`src/core/tcp_params.svh`:
```
`ifndef TCP_PARAMS_SVH
`define TCP_PARAMS_SVH
// Register indices; byte address is four times the index
`define TCP_IDX_CTRL     10'h1fc
`define TCP_IDX_PON_TS   10'h1fe
`define TCP_IDX_PLOSS_TS 10'h200
`define TCP_IDX_IRQ_STS  10'h202
`define TCP_IDX_IRQ_MSK  10'h203
`define TCP_IDX_CFG      10'h204
// Control word bit positions
`define TCP_B_MON_DONE   9
`define TCP_B_TRIG       11
`define TCP_B_DONE       12
`define TCP_B_BUSY       13
`define TCP_B_TSTART     14
`define TCP_B_SSTART     15
// Interrupt status bit positions
`define TCP_I_MON        0
`define TCP_I_TRIG       1
`define TCP_I_DONE       2
`define TCP_I_PON        3
`define TCP_I_PLOSS      4
`define TCP_IRQ_W        5
// Configuration field layout and reset
`define TCP_CFG_MODE_LO  0
`define TCP_CFG_IVL_LO   8
`define TCP_CFG_DLY_LO   16
`define TCP_CFG_RESET    32'h0000_0100
// Timing
`define TCP_CLK_KHZ      20000
`define TCP_BASE_MS      10
// Trace region
`define TCP_DEPTH        5'h10
`define TCP_HALF         5'h08
`endif

```
`src/core/tcp_pkg.sv`:
```
package tcp_pkg;
   typedef enum logic [1:0] {
      TCP_MODE_PERIODIC = 2'b00,
      TCP_MODE_INSTR    = 2'b01,
      TCP_MODE_SCAN_END = 2'b10
   } tcp_mode_t;

   typedef enum logic [0:0] {
      TCP_ST_IDLE = 1'b0,
      TCP_ST_SAMP = 1'b1
   } tcp_state_t;

   // BCD time, second word in the upper half
   typedef struct packed {
      logic [7:0] day;
      logic [7:0] hour;
      logic [7:0] minute;
      logic [7:0] second;
   } tcp_time_t;

   typedef struct packed {
      logic [11:0] address;
      logic        read;
      logic        write;
      logic [31:0] writedata;
      logic [3:0]  byteenable;
   } tcp_avm_req_t;
endpackage : tcp_pkg

```
`src/core/tcp_bank.sv`:
```
// Implementation choice: register access over Avalon-MM.
`timescale 1ns/1ns
`include "tcp_params.svh"
// What this block does
// - Monitor-completed flag sets when the monitor condition holds during a monitoring run.
// - Monitor-completed flag clears when a new monitoring run begins.
// - Trigger monitor flag sets when the trace start bit establishes the trigger.
// - Trigger monitor flag clears when the sampling start bit launches a new trace.
// - Trace completed flag sets when the delay-selected number of samples after the trigger has been stored.
// - Trace completed flag clears on the next rising edge of sampling start.
// - Busy flag rises with sampling start, falls when the trace finishes.
// - Trace start rising edge sets the trigger; a signed delay picks valid samples.
// - Periodic sampling mode uses an interval of 10 to 2550 ms.
// - Instruction mode takes one sample per trace sample instruction.
// - Scan-end mode takes one sample at each program scan end.
// - Only the programming device drives sampling start; software cannot change it.
// - Start-up timestamp is rewritten in BCD on every power-on.
// - Start-up stamp: seconds, minutes in word one; hours, day in word two.
// - Power-loss timestamp is written in BCD at each power interruption.
// - Power-loss stamp uses the same seconds, minutes, hours, day layout.
// - Power-loss timestamp is kept through start-up and never cleared by power return.
module tcp_bank #(
   parameter int unsigned TICK_CYCLES = `TCP_BASE_MS * `TCP_CLK_KHZ
) (
   input  wire logic              clk,
   input  wire logic              reset,
   input  wire tcp_pkg::tcp_avm_req_t avs_req,
   output logic [31:0]            avs_readdata,
   output logic                   avs_waitrequest,
   input  wire logic              prog_sample_start,
   input  wire logic              trace_sample_instruction,
   input  wire logic              scan_end,
   input  wire logic              diff_mon_start,
   input  wire logic              diff_mon_cond,
   input  wire logic              power_on,
   input  wire logic              power_fail,
   input  wire tcp_pkg::tcp_time_t cur_time,
   output logic                   sample_strobe,
   output logic [3:0]             sample_addr,
   output logic                   irq
);
   // ==========================================================
   // Bus slave
   logic        ack_q;
   logic        acc;
   logic [9:0]  idx;
   logic        wr_en;
   logic [31:0] rd_d;
   logic [31:0] readdata_q;

   assign acc             = avs_req.read | avs_req.write;
   assign idx             = avs_req.address[11:2];
   assign wr_en           = avs_req.write & ack_q;
   // One wait cycle: data is registered before the master samples it
   assign avs_waitrequest = acc & ~ack_q;
   assign avs_readdata    = readdata_q;

   always_ff @(posedge clk) begin
      if (reset) begin
         ack_q <= 1'b0;
      end else begin
         ack_q <= acc & ~ack_q;
      end
   end

   // ==========================================================
   // Software-visible state
   logic [15:0]             ctrl;
   logic                    mon_done_q;
   logic                    mon_run_q;
   logic                    trig_q;
   logic                    done_q;
   logic                    busy_q;
   logic                    tstart_q;
   logic                    tstart_prev_q;
   logic                    sstart_prev_q;
   tcp_pkg::tcp_time_t      pon_ts_q;
   tcp_pkg::tcp_time_t      ploss_ts_q;
   logic [31:0]             cfg_q;
   logic [`TCP_IRQ_W-1:0]   irq_sts_q;
   logic [`TCP_IRQ_W-1:0]   irq_msk_q;
   logic [`TCP_IRQ_W-1:0]   irq_evt;

   always_comb begin
      ctrl                  = 16'h0000;
      ctrl[`TCP_B_MON_DONE] = mon_done_q;
      ctrl[`TCP_B_TRIG]     = trig_q;
      ctrl[`TCP_B_DONE]     = done_q;
      ctrl[`TCP_B_BUSY]     = busy_q;
      ctrl[`TCP_B_TSTART]   = tstart_q;
      ctrl[`TCP_B_SSTART]   = prog_sample_start;
   end

   always_comb begin
      unique case (idx)
         `TCP_IDX_CTRL:     rd_d = {16'h0000, ctrl};
         `TCP_IDX_PON_TS:   rd_d = pon_ts_q;
         `TCP_IDX_PLOSS_TS: rd_d = ploss_ts_q;
         `TCP_IDX_IRQ_STS:  rd_d = {{(32-`TCP_IRQ_W){1'b0}}, irq_sts_q};
         `TCP_IDX_IRQ_MSK:  rd_d = {{(32-`TCP_IRQ_W){1'b0}}, irq_msk_q};
         `TCP_IDX_CFG:      rd_d = cfg_q;
         default:           rd_d = 32'h0000_0000;
      endcase
   end

   always_ff @(posedge clk) begin
      if (reset) begin
         readdata_q <= 32'h0000_0000;
      end else if (avs_req.read & ~ack_q) begin
         readdata_q <= rd_d;
      end
   end

   always_ff @(posedge clk) begin
      if (reset) begin
         cfg_q <= `TCP_CFG_RESET;
      end else if (wr_en && idx == `TCP_IDX_CFG) begin
         for (int b = 0; b < 4; b++) begin
            if (avs_req.byteenable[b]) begin
               cfg_q[b*8 +: 8] <= avs_req.writedata[b*8 +: 8];
            end
         end
      end
   end

   // Trace start is software-owned; sampling start is not writable here
   always_ff @(posedge clk) begin
      if (reset || power_on) begin
         tstart_q <= 1'b0;
      end else if (wr_en && idx == `TCP_IDX_CTRL && avs_req.byteenable[1]) begin
         tstart_q <= avs_req.writedata[`TCP_B_TSTART];
      end
   end

   always_ff @(posedge clk) begin
      if (reset) begin
         tstart_prev_q <= 1'b0;
         sstart_prev_q <= 1'b0;
      end else begin
         tstart_prev_q <= tstart_q;
         sstart_prev_q <= prog_sample_start;
      end
   end

   // ==========================================================
   // Trace sequencer
   logic                 sstart_rise;
   logic                 tstart_rise;
   tcp_pkg::tcp_mode_t   mode;
   tcp_pkg::tcp_state_t  state_q;
   logic [7:0]           ivl_code;
   logic signed [7:0]    delay;
   logic signed [9:0]    post_raw;
   logic [4:0]           post_target;
   logic [4:0]           post_cnt_q;
   logic [31:0]          div_q;
   logic [7:0]           ivl_cnt_q;
   logic                 base_tick;
   logic                 periodic_hit;
   logic                 sample_evt;
   logic                 finish;

   assign sstart_rise = prog_sample_start & ~sstart_prev_q;
   assign tstart_rise = tstart_q & ~tstart_prev_q;
   assign mode        = tcp_pkg::tcp_mode_t'(cfg_q[`TCP_CFG_MODE_LO +: 2]);
   assign ivl_code    = cfg_q[`TCP_CFG_IVL_LO +: 8];
   assign delay       = cfg_q[`TCP_CFG_DLY_LO +: 8];
   // Positive delay keeps more samples after the trigger, negative fewer
   assign post_raw    = 10'(signed'({5'h00, `TCP_HALF})) + 10'(delay);
   always_comb begin
      if (post_raw < 10'sd1) begin
         post_target = 5'h01;
      end else if (post_raw > 10'(signed'({5'h00, `TCP_DEPTH}))) begin
         post_target = `TCP_DEPTH;
      end else begin
         post_target = post_raw[4:0];
      end
   end

   // 10 ms base tick, then interval code times the base (code 0 acts as 1)
   assign base_tick    = (div_q == 32'(TICK_CYCLES - 1));
   assign periodic_hit = base_tick && (ivl_cnt_q + 8'h01 >= ivl_code);

   always_ff @(posedge clk) begin
      if (reset || sstart_rise || state_q == tcp_pkg::TCP_ST_IDLE) begin
         div_q     <= 32'h0000_0000;
         ivl_cnt_q <= 8'h00;
      end else if (base_tick) begin
         div_q     <= 32'h0000_0000;
         ivl_cnt_q <= periodic_hit ? 8'h00 : ivl_cnt_q + 8'h01;
      end else begin
         div_q <= div_q + 32'h0000_0001;
      end
   end

   always_comb begin
      sample_evt = 1'b0;
      if (state_q == tcp_pkg::TCP_ST_SAMP && !sstart_rise) begin
         unique case (mode)
            tcp_pkg::TCP_MODE_PERIODIC: sample_evt = periodic_hit;
            tcp_pkg::TCP_MODE_INSTR:    sample_evt = trace_sample_instruction;
            tcp_pkg::TCP_MODE_SCAN_END: sample_evt = scan_end;
            default:                    sample_evt = scan_end;
         endcase
      end
   end

   assign finish = sample_evt && trig_q && (post_cnt_q + 5'h01 >= post_target);

   always_ff @(posedge clk) begin
      if (reset || power_on) begin
         state_q <= tcp_pkg::TCP_ST_IDLE;
         busy_q  <= 1'b0;
      end else if (sstart_rise) begin
         state_q <= tcp_pkg::TCP_ST_SAMP;
         busy_q  <= 1'b1;
      end else if (finish) begin
         state_q <= tcp_pkg::TCP_ST_IDLE;
         busy_q  <= 1'b0;
      end
   end

   always_ff @(posedge clk) begin
      if (reset || power_on) begin
         trig_q <= 1'b0;
      end else if (sstart_rise) begin
         trig_q <= 1'b0;
      end else if (tstart_rise && state_q == tcp_pkg::TCP_ST_SAMP) begin
         trig_q <= 1'b1;
      end
   end

   always_ff @(posedge clk) begin
      if (reset || power_on) begin
         done_q <= 1'b0;
      end else if (sstart_rise) begin
         done_q <= 1'b0;
      end else if (finish) begin
         done_q <= 1'b1;
      end
   end

   // Samples before the trigger keep wrapping over the region
   always_ff @(posedge clk) begin
      if (reset || sstart_rise) begin
         post_cnt_q    <= 5'h00;
         sample_addr   <= 4'h0;
         sample_strobe <= 1'b0;
      end else begin
         sample_strobe <= sample_evt;
         if (sample_evt) begin
            sample_addr <= sample_addr + 4'h1;
            if (trig_q) begin
               post_cnt_q <= post_cnt_q + 5'h01;
            end
         end
      end
   end

   // ==========================================================
   // Differentiate monitor
   always_ff @(posedge clk) begin
      if (reset || power_on) begin
         mon_run_q  <= 1'b0;
         mon_done_q <= 1'b0;
      end else if (diff_mon_start) begin
         mon_run_q  <= 1'b1;
         mon_done_q <= 1'b0;
      end else if (mon_run_q && diff_mon_cond) begin
         mon_run_q  <= 1'b0;
         mon_done_q <= 1'b1;
      end
   end

   // ==========================================================
   // Power timestamps
   always_ff @(posedge clk) begin
      if (reset) begin
         pon_ts_q <= '0;
      end else if (power_on) begin
         pon_ts_q <= cur_time;
      end
   end

   // Only a hard reset clears this; power return leaves it alone
   always_ff @(posedge clk) begin
      if (reset) begin
         ploss_ts_q <= '0;
      end else if (power_fail) begin
         ploss_ts_q <= cur_time;
      end
   end

   // ==========================================================
   // Interrupts
   always_comb begin
      irq_evt               = '0;
      irq_evt[`TCP_I_MON]   = mon_run_q & diff_mon_cond & ~diff_mon_start & ~power_on;
      irq_evt[`TCP_I_TRIG]  = tstart_rise & (state_q == tcp_pkg::TCP_ST_SAMP) & ~sstart_rise;
      irq_evt[`TCP_I_DONE]  = finish;
      irq_evt[`TCP_I_PON]   = power_on;
      irq_evt[`TCP_I_PLOSS] = power_fail;
   end

   // A new event wins over a write-one-to-clear in the same cycle
   always_ff @(posedge clk) begin
      if (reset) begin
         irq_sts_q <= '0;
      end else if (wr_en && idx == `TCP_IDX_IRQ_STS && avs_req.byteenable[0]) begin
         irq_sts_q <= (irq_sts_q & ~avs_req.writedata[`TCP_IRQ_W-1:0]) | irq_evt;
      end else begin
         irq_sts_q <= irq_sts_q | irq_evt;
      end
   end

   always_ff @(posedge clk) begin
      if (reset) begin
         irq_msk_q <= '0;
      end else if (wr_en && idx == `TCP_IDX_IRQ_MSK && avs_req.byteenable[0]) begin
         irq_msk_q <= avs_req.writedata[`TCP_IRQ_W-1:0];
      end
   end

   assign irq = |(irq_sts_q & irq_msk_q);

   // ==========================================================
   // Checks
   a_mon_sets: assert property (@(posedge clk) disable iff (reset)
      mon_run_q && diff_mon_cond && !diff_mon_start && !power_on |=> mon_done_q)
      else $error("monitor flag not set on condition");
   a_mon_clears: assert property (@(posedge clk) disable iff (reset)
      diff_mon_start && !power_on |=> !mon_done_q && mon_run_q)
      else $error("monitor flag not cleared on new run");
   a_trig_sets: assert property (@(posedge clk) disable iff (reset)
      tstart_rise && busy_q && !sstart_rise && !power_on |=> trig_q)
      else $error("trigger flag not set");
   a_trig_clears: assert property (@(posedge clk) disable iff (reset)
      sstart_rise |=> !trig_q)
      else $error("trigger flag not cleared by new trace");
   a_done_sets: assert property (@(posedge clk) disable iff (reset)
      finish && !sstart_rise && !power_on |=> done_q && !busy_q)
      else $error("trace completion not flagged");
   a_done_clears: assert property (@(posedge clk) disable iff (reset)
      $rose(prog_sample_start) |=> !done_q)
      else $error("completed flag not cleared");
   a_busy_rise: assert property (@(posedge clk) disable iff (reset)
      $rose(prog_sample_start) && !power_on |=> busy_q)
      else $error("busy not raised");
   a_sample_addr: assert property (@(posedge clk) disable iff (reset)
      sample_evt && !sstart_rise |=> sample_strobe && sample_addr == $past(sample_addr) + 4'h1)
      else $error("sample not stored");
   a_ctrl_ro: assert property (@(posedge clk) disable iff (reset)
      ctrl[`TCP_B_SSTART] == prog_sample_start)
      else $error("sampling start bit not from programming device");
   a_pon_stamp: assert property (@(posedge clk) disable iff (reset)
      power_on |=> pon_ts_q == $past(cur_time))
      else $error("start-up time not stored");
   a_ploss_keep: assert property (@(posedge clk) disable iff (reset)
      power_on && !power_fail |=> $stable(ploss_ts_q))
      else $error("power-loss time disturbed at start-up");
   a_flags_pon: assert property (@(posedge clk) disable iff (reset)
      power_on |=> !trig_q && !done_q && !busy_q && !mon_done_q)
      else $error("flags not cleared at power-up");

   c_trace_done: cover property (@(posedge clk) disable iff (reset) finish);
   c_mon_done: cover property (@(posedge clk) disable iff (reset) $rose(mon_done_q));
   c_irq: cover property (@(posedge clk) disable iff (reset) $rose(irq));
endmodule : tcp_bank

```
`config.mk`:
```
export PLATFORM = sky130hd
export DESIGN_NAME = tcp_bank
export DESIGN_NICKNAME = d
export VERILOG_FILES = /design/src/core/tcp_pkg.sv /design/src/core/tcp_bank.sv
export VERILOG_INCLUDE_DIRS = /design/src /design/src/core
export SDC_FILE = /design/constraint.sdc
export NUM_CORES = 1
export LEC_CHECK = 0
export BUFFER_PORTS_ARGS = -buffer_cell sky130_fd_sc_hd__buf_2
export CAP_MARGIN = 20
export CORE_MARGIN = 3
export CORE_UTILIZATION = 55
export CTS_BUF_LIST = sky130_fd_sc_hd__clkbuf_2 sky130_fd_sc_hd__clkbuf_4 sky130_fd_sc_hd__clkbuf_8
export CTS_CLUSTER_DIAMETER = 120
export DETAILED_ROUTE_END_ITERATION = 8
export HOLD_SLACK_MARGIN = 0.12
export PLACE_DENSITY = 0.78
export SYNTH_ARGS = -nofsm -noshare
export SYNTH_HDL_FRONTEND = slang
export SYNTH_SLANG_ARGS = --single-unit
```
`constraint.sdc`:
```
create_clock -name clk -period 4.1 [get_ports clk]
set_input_delay 0.205 -clock clk [delete_from_list [all_inputs] [get_ports clk]]
set_output_delay 0.205 -clock clk [all_outputs]
set_load 0.02 [all_outputs]
```
After elaboration in Yosys (flattened, before gate mapping)
Index checks and enable logic that the tools add are counted.

word-level totals
  register bits = 197
  logic and storage cells = 109

operators by class
  $add $sub $neg = 5
  order comparisons = 4
  equal/unequal tests = 8
  multiplexer cells = 11
  bitwise logic cells = 23
  reductions and logical operators = 29

operators by type and width
  operator                 count
  $pmux W32 S6             1
  $eq A10 B10 Y1 const B   4
  $add A32 B1 Y32 const B  1
  $eq A32 B18 Y1 const B   1
  $eq A10 B9 Y1 const B    2
  $mux W5                  3
  $logic_and A1 B1 Y1      13
  $and A1 B1 Y1            10
  $and A5 B5 Y5            2
  $or A5 B5 Y5             2
  $reduce_and A2 Y1        5
  $add A5 B8 Y9 const A    1
  $gt A9 B6 Y1 const B     1
  $lt A9 B2 Y1 const B     1
  $add A8 B1 Y8 const B    1
  $ge A8 B8 Y1             1
  $mux W8                  1
  $not A1 Y1               7
  $reduce_or A2 Y1         3
  $add A5 B1 Y5 const B    1
  $ge A5 B5 Y1             1
  $mux W1                  5
  $not A5 Y5               1
  $reduce_or A5 Y1         1
  other kinds (8)          11

Longest topological paths before layout
  depth in word-level cells = 9
  depth in mapped cells = 13

Worst setup path after synthesis
OpenSTA, ideal clock, no wires.

  path kind = reg2reg
  start point = register cfg_q[19]
  end point = register state_q
  library setup time = 0.059 ns
  data arrival time = 2.700 ns
  path slack = 1.341 ns
  cell stages (with the launch flop) = 14
  path buffers = 0
  period minus slack after synthesis = 2.759 ns
  cells stage by stage = dfxtp_1 -> ha_1 -> inv_1 -> o21a_1 -> and3b_1 -> o22ai_1 -> a21bo_2 -> ha_1 -> nand2b_1 -> a21o_1 -> a21o_1 -> a211o_1 -> o21ai_0 -> o221a_2

between the ends
  word-level cells in the longest chain between the ends = 7

RTL lines
  what                                     line             RTL
  start, declared                          tcp_bank.sv:79   logic [31:0] cfg_q;
  start signal, assigned                   tcp_bank.sv:116  cfg_q <= `TCP_CFG_RESET;
  start signal, assigned by index          tcp_bank.sv:120  cfg_q[b*8 +: 8] <= avs_req.writedata[b*8 +: 8];
  $add A5 B8 Y9 (*)                        tcp_bank.sv:169  assign post_raw = 10'(signed'({5'h00, `TCP_HALF})) + 10'(delay);
  $gt A9 B6 Y1                             tcp_bank.sv:173  end else if (post_raw > 10'(signed'({5'h00, `TCP_DEPTH}))) begin
  $mux W5                                  tcp_bank.sv:173
  $mux W5 (*)                              tcp_bank.sv:171  if (post_raw < 10'sd1) begin
  $ge A5 B5 Y1 (*)                         tcp_bank.sv:208  assign finish = sample_evt && trig_q && (post_cnt_q + 5'h01 >= post_target);
  $logic_and A1 B1 Y1 (*)                  tcp_bank.sv:208
  $reduce_bool A2 Y1 (no source line) (*)  n/a
  end signal, assigned                     tcp_bank.sv:212  state_q <= tcp_pkg::TCP_ST_IDLE;
  end signal, assigned                     tcp_bank.sv:215  state_q <= tcp_pkg::TCP_ST_SAMP;
  end signal, assigned                     tcp_bank.sv:218  state_q <= tcp_pkg::TCP_ST_IDLE;
  end, declared                            tcp_bank.sv:150  tcp_pkg::tcp_state_t state_q;

Mark *: on every way between the ends. The rest lies on a longest branch, timed or not.
A chain may end at the register's enable or synchronous reset.

Final worst setup path
  start point = register ivl_cnt_q[0]
  end point = register state_q

between the ends
  word-level cells in the longest chain between the ends = 8

RTL lines
  what                                 line             RTL
  start, declared                      tcp_bank.sv:157  logic [7:0] ivl_cnt_q;
  start signal, assigned               tcp_bank.sv:190  ivl_cnt_q <= periodic_hit ? 8'h00 : ivl_cnt_q + 8'h01;
  $add A8 B1 Y8                        tcp_bank.sv:182  assign periodic_hit = base_tick && (ivl_cnt_q + 8'h01 >= ivl_code);
  $ge A8 B8 Y1                         tcp_bank.sv:182
  $logic_and A1 B1 Y1                  tcp_bank.sv:182
  $pmux W1 S2                          tcp_bank.sv:199  unique case (mode)
  $mux W1                              tcp_bank.sv:198  if (state_q == tcp_pkg::TCP_ST_SAMP && !sstart_rise) begin
  $logic_and A1 B1 Y1 (2 in series)    tcp_bank.sv:208
  $reduce_bool A2 Y1 (no source line)  n/a

Every way passes these cells.

==> impl_metrics.json <==
{
  "status": "complete, no violations",
  "clk_latency_ns": 0.46,
  "path_clk_slew_ns": 0.10,
  "rows": 44,
  "cts.repair.resized": 0,
  "synth_area_per_cell_um2": 8.989,
  "synth_most_common_cell": "dfxtp_1",
  "antenna_found_initial": 0,
  "ys_ff_latch": 197,
  "p_int_mw": 2.616,
  "finalHoldViolations": 0,
  "hpwl_mm": 14.04,
  "yosysTopAreaCell": "dfxtp_1",
  "crit_chain": "ha_1, nand3_1, nor2_1, xnor2_1, ha_1, nand2_1, o21ai_0, a31oi_1, o31ai_1, buf_4, nand2_1, o221a_2",
  "worstMarginPinSlew_ns": 1.157,
  "critPathCaptureType": "flip-flop",
  "leakage_nw": 4.413,
  "ir_worst_vdd_uv": 211.3,
  "synth-main-ff-cell": "dfxtp_1",
  "fmax_mhz": 316.1,
  "critPathSlowestCell": "o31ai_1",
  "grt_use_total_pct": 25.50,
  "synthCells": 940,
  "critPathMaxStageDelay_ns": 0.66,
  "path_class": "flip-flop to flip-flop",
  "final_net_count": 1224,
  "die-area_um2": 16890,
  "synth_area_um2": 8449,
  "finish.instance_area_um2": 10330,
  "htreeDepth": 4,
  "place_congestion": 0.8477,
  "boundaryPins": 130,
  "synth_warnings": 0,
  "die_h_um": 129.9,
  "first_iter_violations": 669,
  "hold_buffers": 74,
  "post_drt_wl_per_cell_um": 16.66,
  "arrival_ns": 3.52,
  "filler_cell_count": 1157,
  "clkPwrFrac_pct": 35.3,
  "rsz0062_at_grt": "no",
  "grt_pass1_vias": 6908,
  "antenna_left": 0,
  "layout.cells.non_filler": 1311,
  "worst_hold_path_type": "input pin to flip-flop",
  "fin_skew_ns": 0.01121,
  "p_per_area_nw_per_um2": 335.0,
  "drt_wl_total_mm": 21.85,
  "cts_root_buf": "clkbuf_8",
  "swShare_pct": 24.45,
  "numCtsBuffers": 17,
  "synth_sequential_area_ratio_pct": 46.68,
  "fin_setup_tns_ns": 0,
  "cts_tree": "built",
  "seqCellArea_um2": 3944,
  "synth.net_count": 1050,
  "p_sw_mw": 0.8465,
  "multi_input_area_um2": 4224,
  "clockBufferDepth": 2,
  "critPathRequiredTime_ns": 4.46,
  "synthTopCellsByCount": "dfxtp_1 (197), nor2_1 (158), mux2i_1 (110)",
  "grt-ovfl-total": 0,
  "fin_crit_sh_pct": 77.17,
  "yosysTopAreaCellShare_pct": 46.68,
  "drive_above_1_share_pct": 15.71,
  "ys_types": 51,
  "synthArstFlopShare_pct": 0,
  "post-route-min-period_ns": 3.164,
  "die-width_um": 129.9,
  "post_cts_buffers": 0,
  "portBuffers": 127,
  "ys_top_cells_by_area": "dfxtp_1 (47%), mux2i_1 (13%), nor2_1 (7.0%), nand2_1 (3.9%), o21ai_0 (3.1%)",
  "dp.cells": 1203,
  "max_cap_violations": 0,
  "slew_headroom_pct": 22.84,
  "setup_viol": 0,
  "power.combinational.fraction_pct": 7.5,
  "crit_fanout": 6,
  "via_per_inst": 5.781,
  "cts.sinks": 197,
  "synth_edf_count": 0,
  "pwr-share-seq_pct": 57.1,
  "drcViolationCount": 0,
  "drtPass1Iterations": 8,
  "grt_start_max_net_pins": 106,
  "area_growth_pct": 22.32,
  "startpoint_type": "flip-flop",
  "initial_core_util_pct": 57.27,
  "grt_pass1_wl_mm": 34.42,
  "drv_slew": 0,
  "antenna_cells": 0,
  "vias": 7579,
  "placed_area_um2": 9164,
  "core_area_um2": 14750
}
==> metrics by stage <==
step / setup WS (ns) / power [mW] / util [%] / hold slack, ns
after CTS: 0.9791 / 3.467 / 69.76 / 0.2045
after floorplan: 1.341 / 2.134 / - / 0.2837
after detailed placement: 1.008 / 2.222 / 62.11 / 0.4123
final: 0.9361 / 3.463 / 70.05 / 0.2298
after global placement: 1.084 / 2.216 / 62.11 / 0.4135
after global routing: 0.7138 / 3.575 / 70.05 / 0.2298
==> per-layer routing <==
metal | up-vias | part of all wire [%] | GRT usage (%)
li1 | 3658 | - | -
met1 | 3627 | 45 | 34.49
met2 | 257 | 47 | 41.70
met3 | 37 | 5.8 | 4.421
met4 | 0 | 2.2 | 8.374
met5 | - | 0 | 0
==> layout by cell type, fill, tap and decap left out, types with 20 or more instances in the layout <==
cell / n
inv_1: 20
buf_2: 126
dlygate4sd3_1: 74
a222oi_1: 22
o21ai_0: 52
nor2_1: 158
nand2_1: 87
nand3_1: 28
dfxtp_1: 197
mux2i_1: 110
a21oi_1: 33
==> sequential cells by signal, indices dropped and copies added (netlist names) <==
| name | flops |
|---|---|
| irq_sts_q | 5 |
| mon_run_q | 1 |
| ivl_cnt_q | 8 |
| irq_msk_q | 5 |
| sample_strobe | 1 |
| div_q | 32 |
| ack_q | 1 |
| mon_done_q | 1 |
| post_cnt_q | 5 |
| state_q | 1 |
| sample_addr | 4 |
| sstart_prev_q | 1 |
| tstart_q | 1 |
| ploss_ts_q | 32 |
| pon_ts_q | 32 |
| trig_q | 1 |
| tstart_prev_q | 1 |
| cfg_q | 32 |
| avs_readdata | 32 |
| done_q | 1 |
==> final timing paths <==
check	slack (ns)	cells after the start	startpoint	end
worst max-delay path	0.94	12	ivl_cnt_q[0]	state_q
worst max register to register	0.94	12	ivl_cnt_q[0]	state_q
worst min register to register	0.45	1	div_q[0]	div_q[0]
worst min-delay path	0.23	4	scan_end	sample_strobe
==> power by group through the flow <==
stage / Sequential [mW] / Clock [mW] / Combinational [mW]
2_1_floorplan: 2.01 / 0 / 0.121
3_3_place_gp: 2.02 / 0 / 0.196
3_5_place_dp: 2.02 / 0 / 0.201
4_1_cts: 1.98 / 1.24 / 0.255
5_1_grt: 1.98 / 1.31 / 0.280
6_report: 1.98 / 1.22 / 0.261
==> final cells by class <==
class                   instances  area share (%)
multi-input cells             668           40.87
flip-flops and latches        197           38.16
repair buffers                210           14.26
clock buffers                  20           2.603
well taps                     184           2.228
clock inverters                12           1.150
inverters                      20          0.7264
==> cell families after synthesis <==
group,synth area share [%]
AOI/OAI and AO/OA,11.46
xor gates and xnor gates,3.732
adders and majority gates,2.814
buffers and inverters,3.436
DFF,46.68
muxes,13.03
and+or+nand+nor,18.85
==> worst max-delay path, delay by kind of cell, from the launching register on <==
kind | cells | cell delay [ns]
xor+xnor | 1 | 0.10
buf+inv | 1 | 0.28
fa+ha+maj | 2 | 0.54
compound gates | 4 | 1.25
flops | 1 | 0.43
simple gates | 4 | 0.46
(Power assumes the default switching activity.)
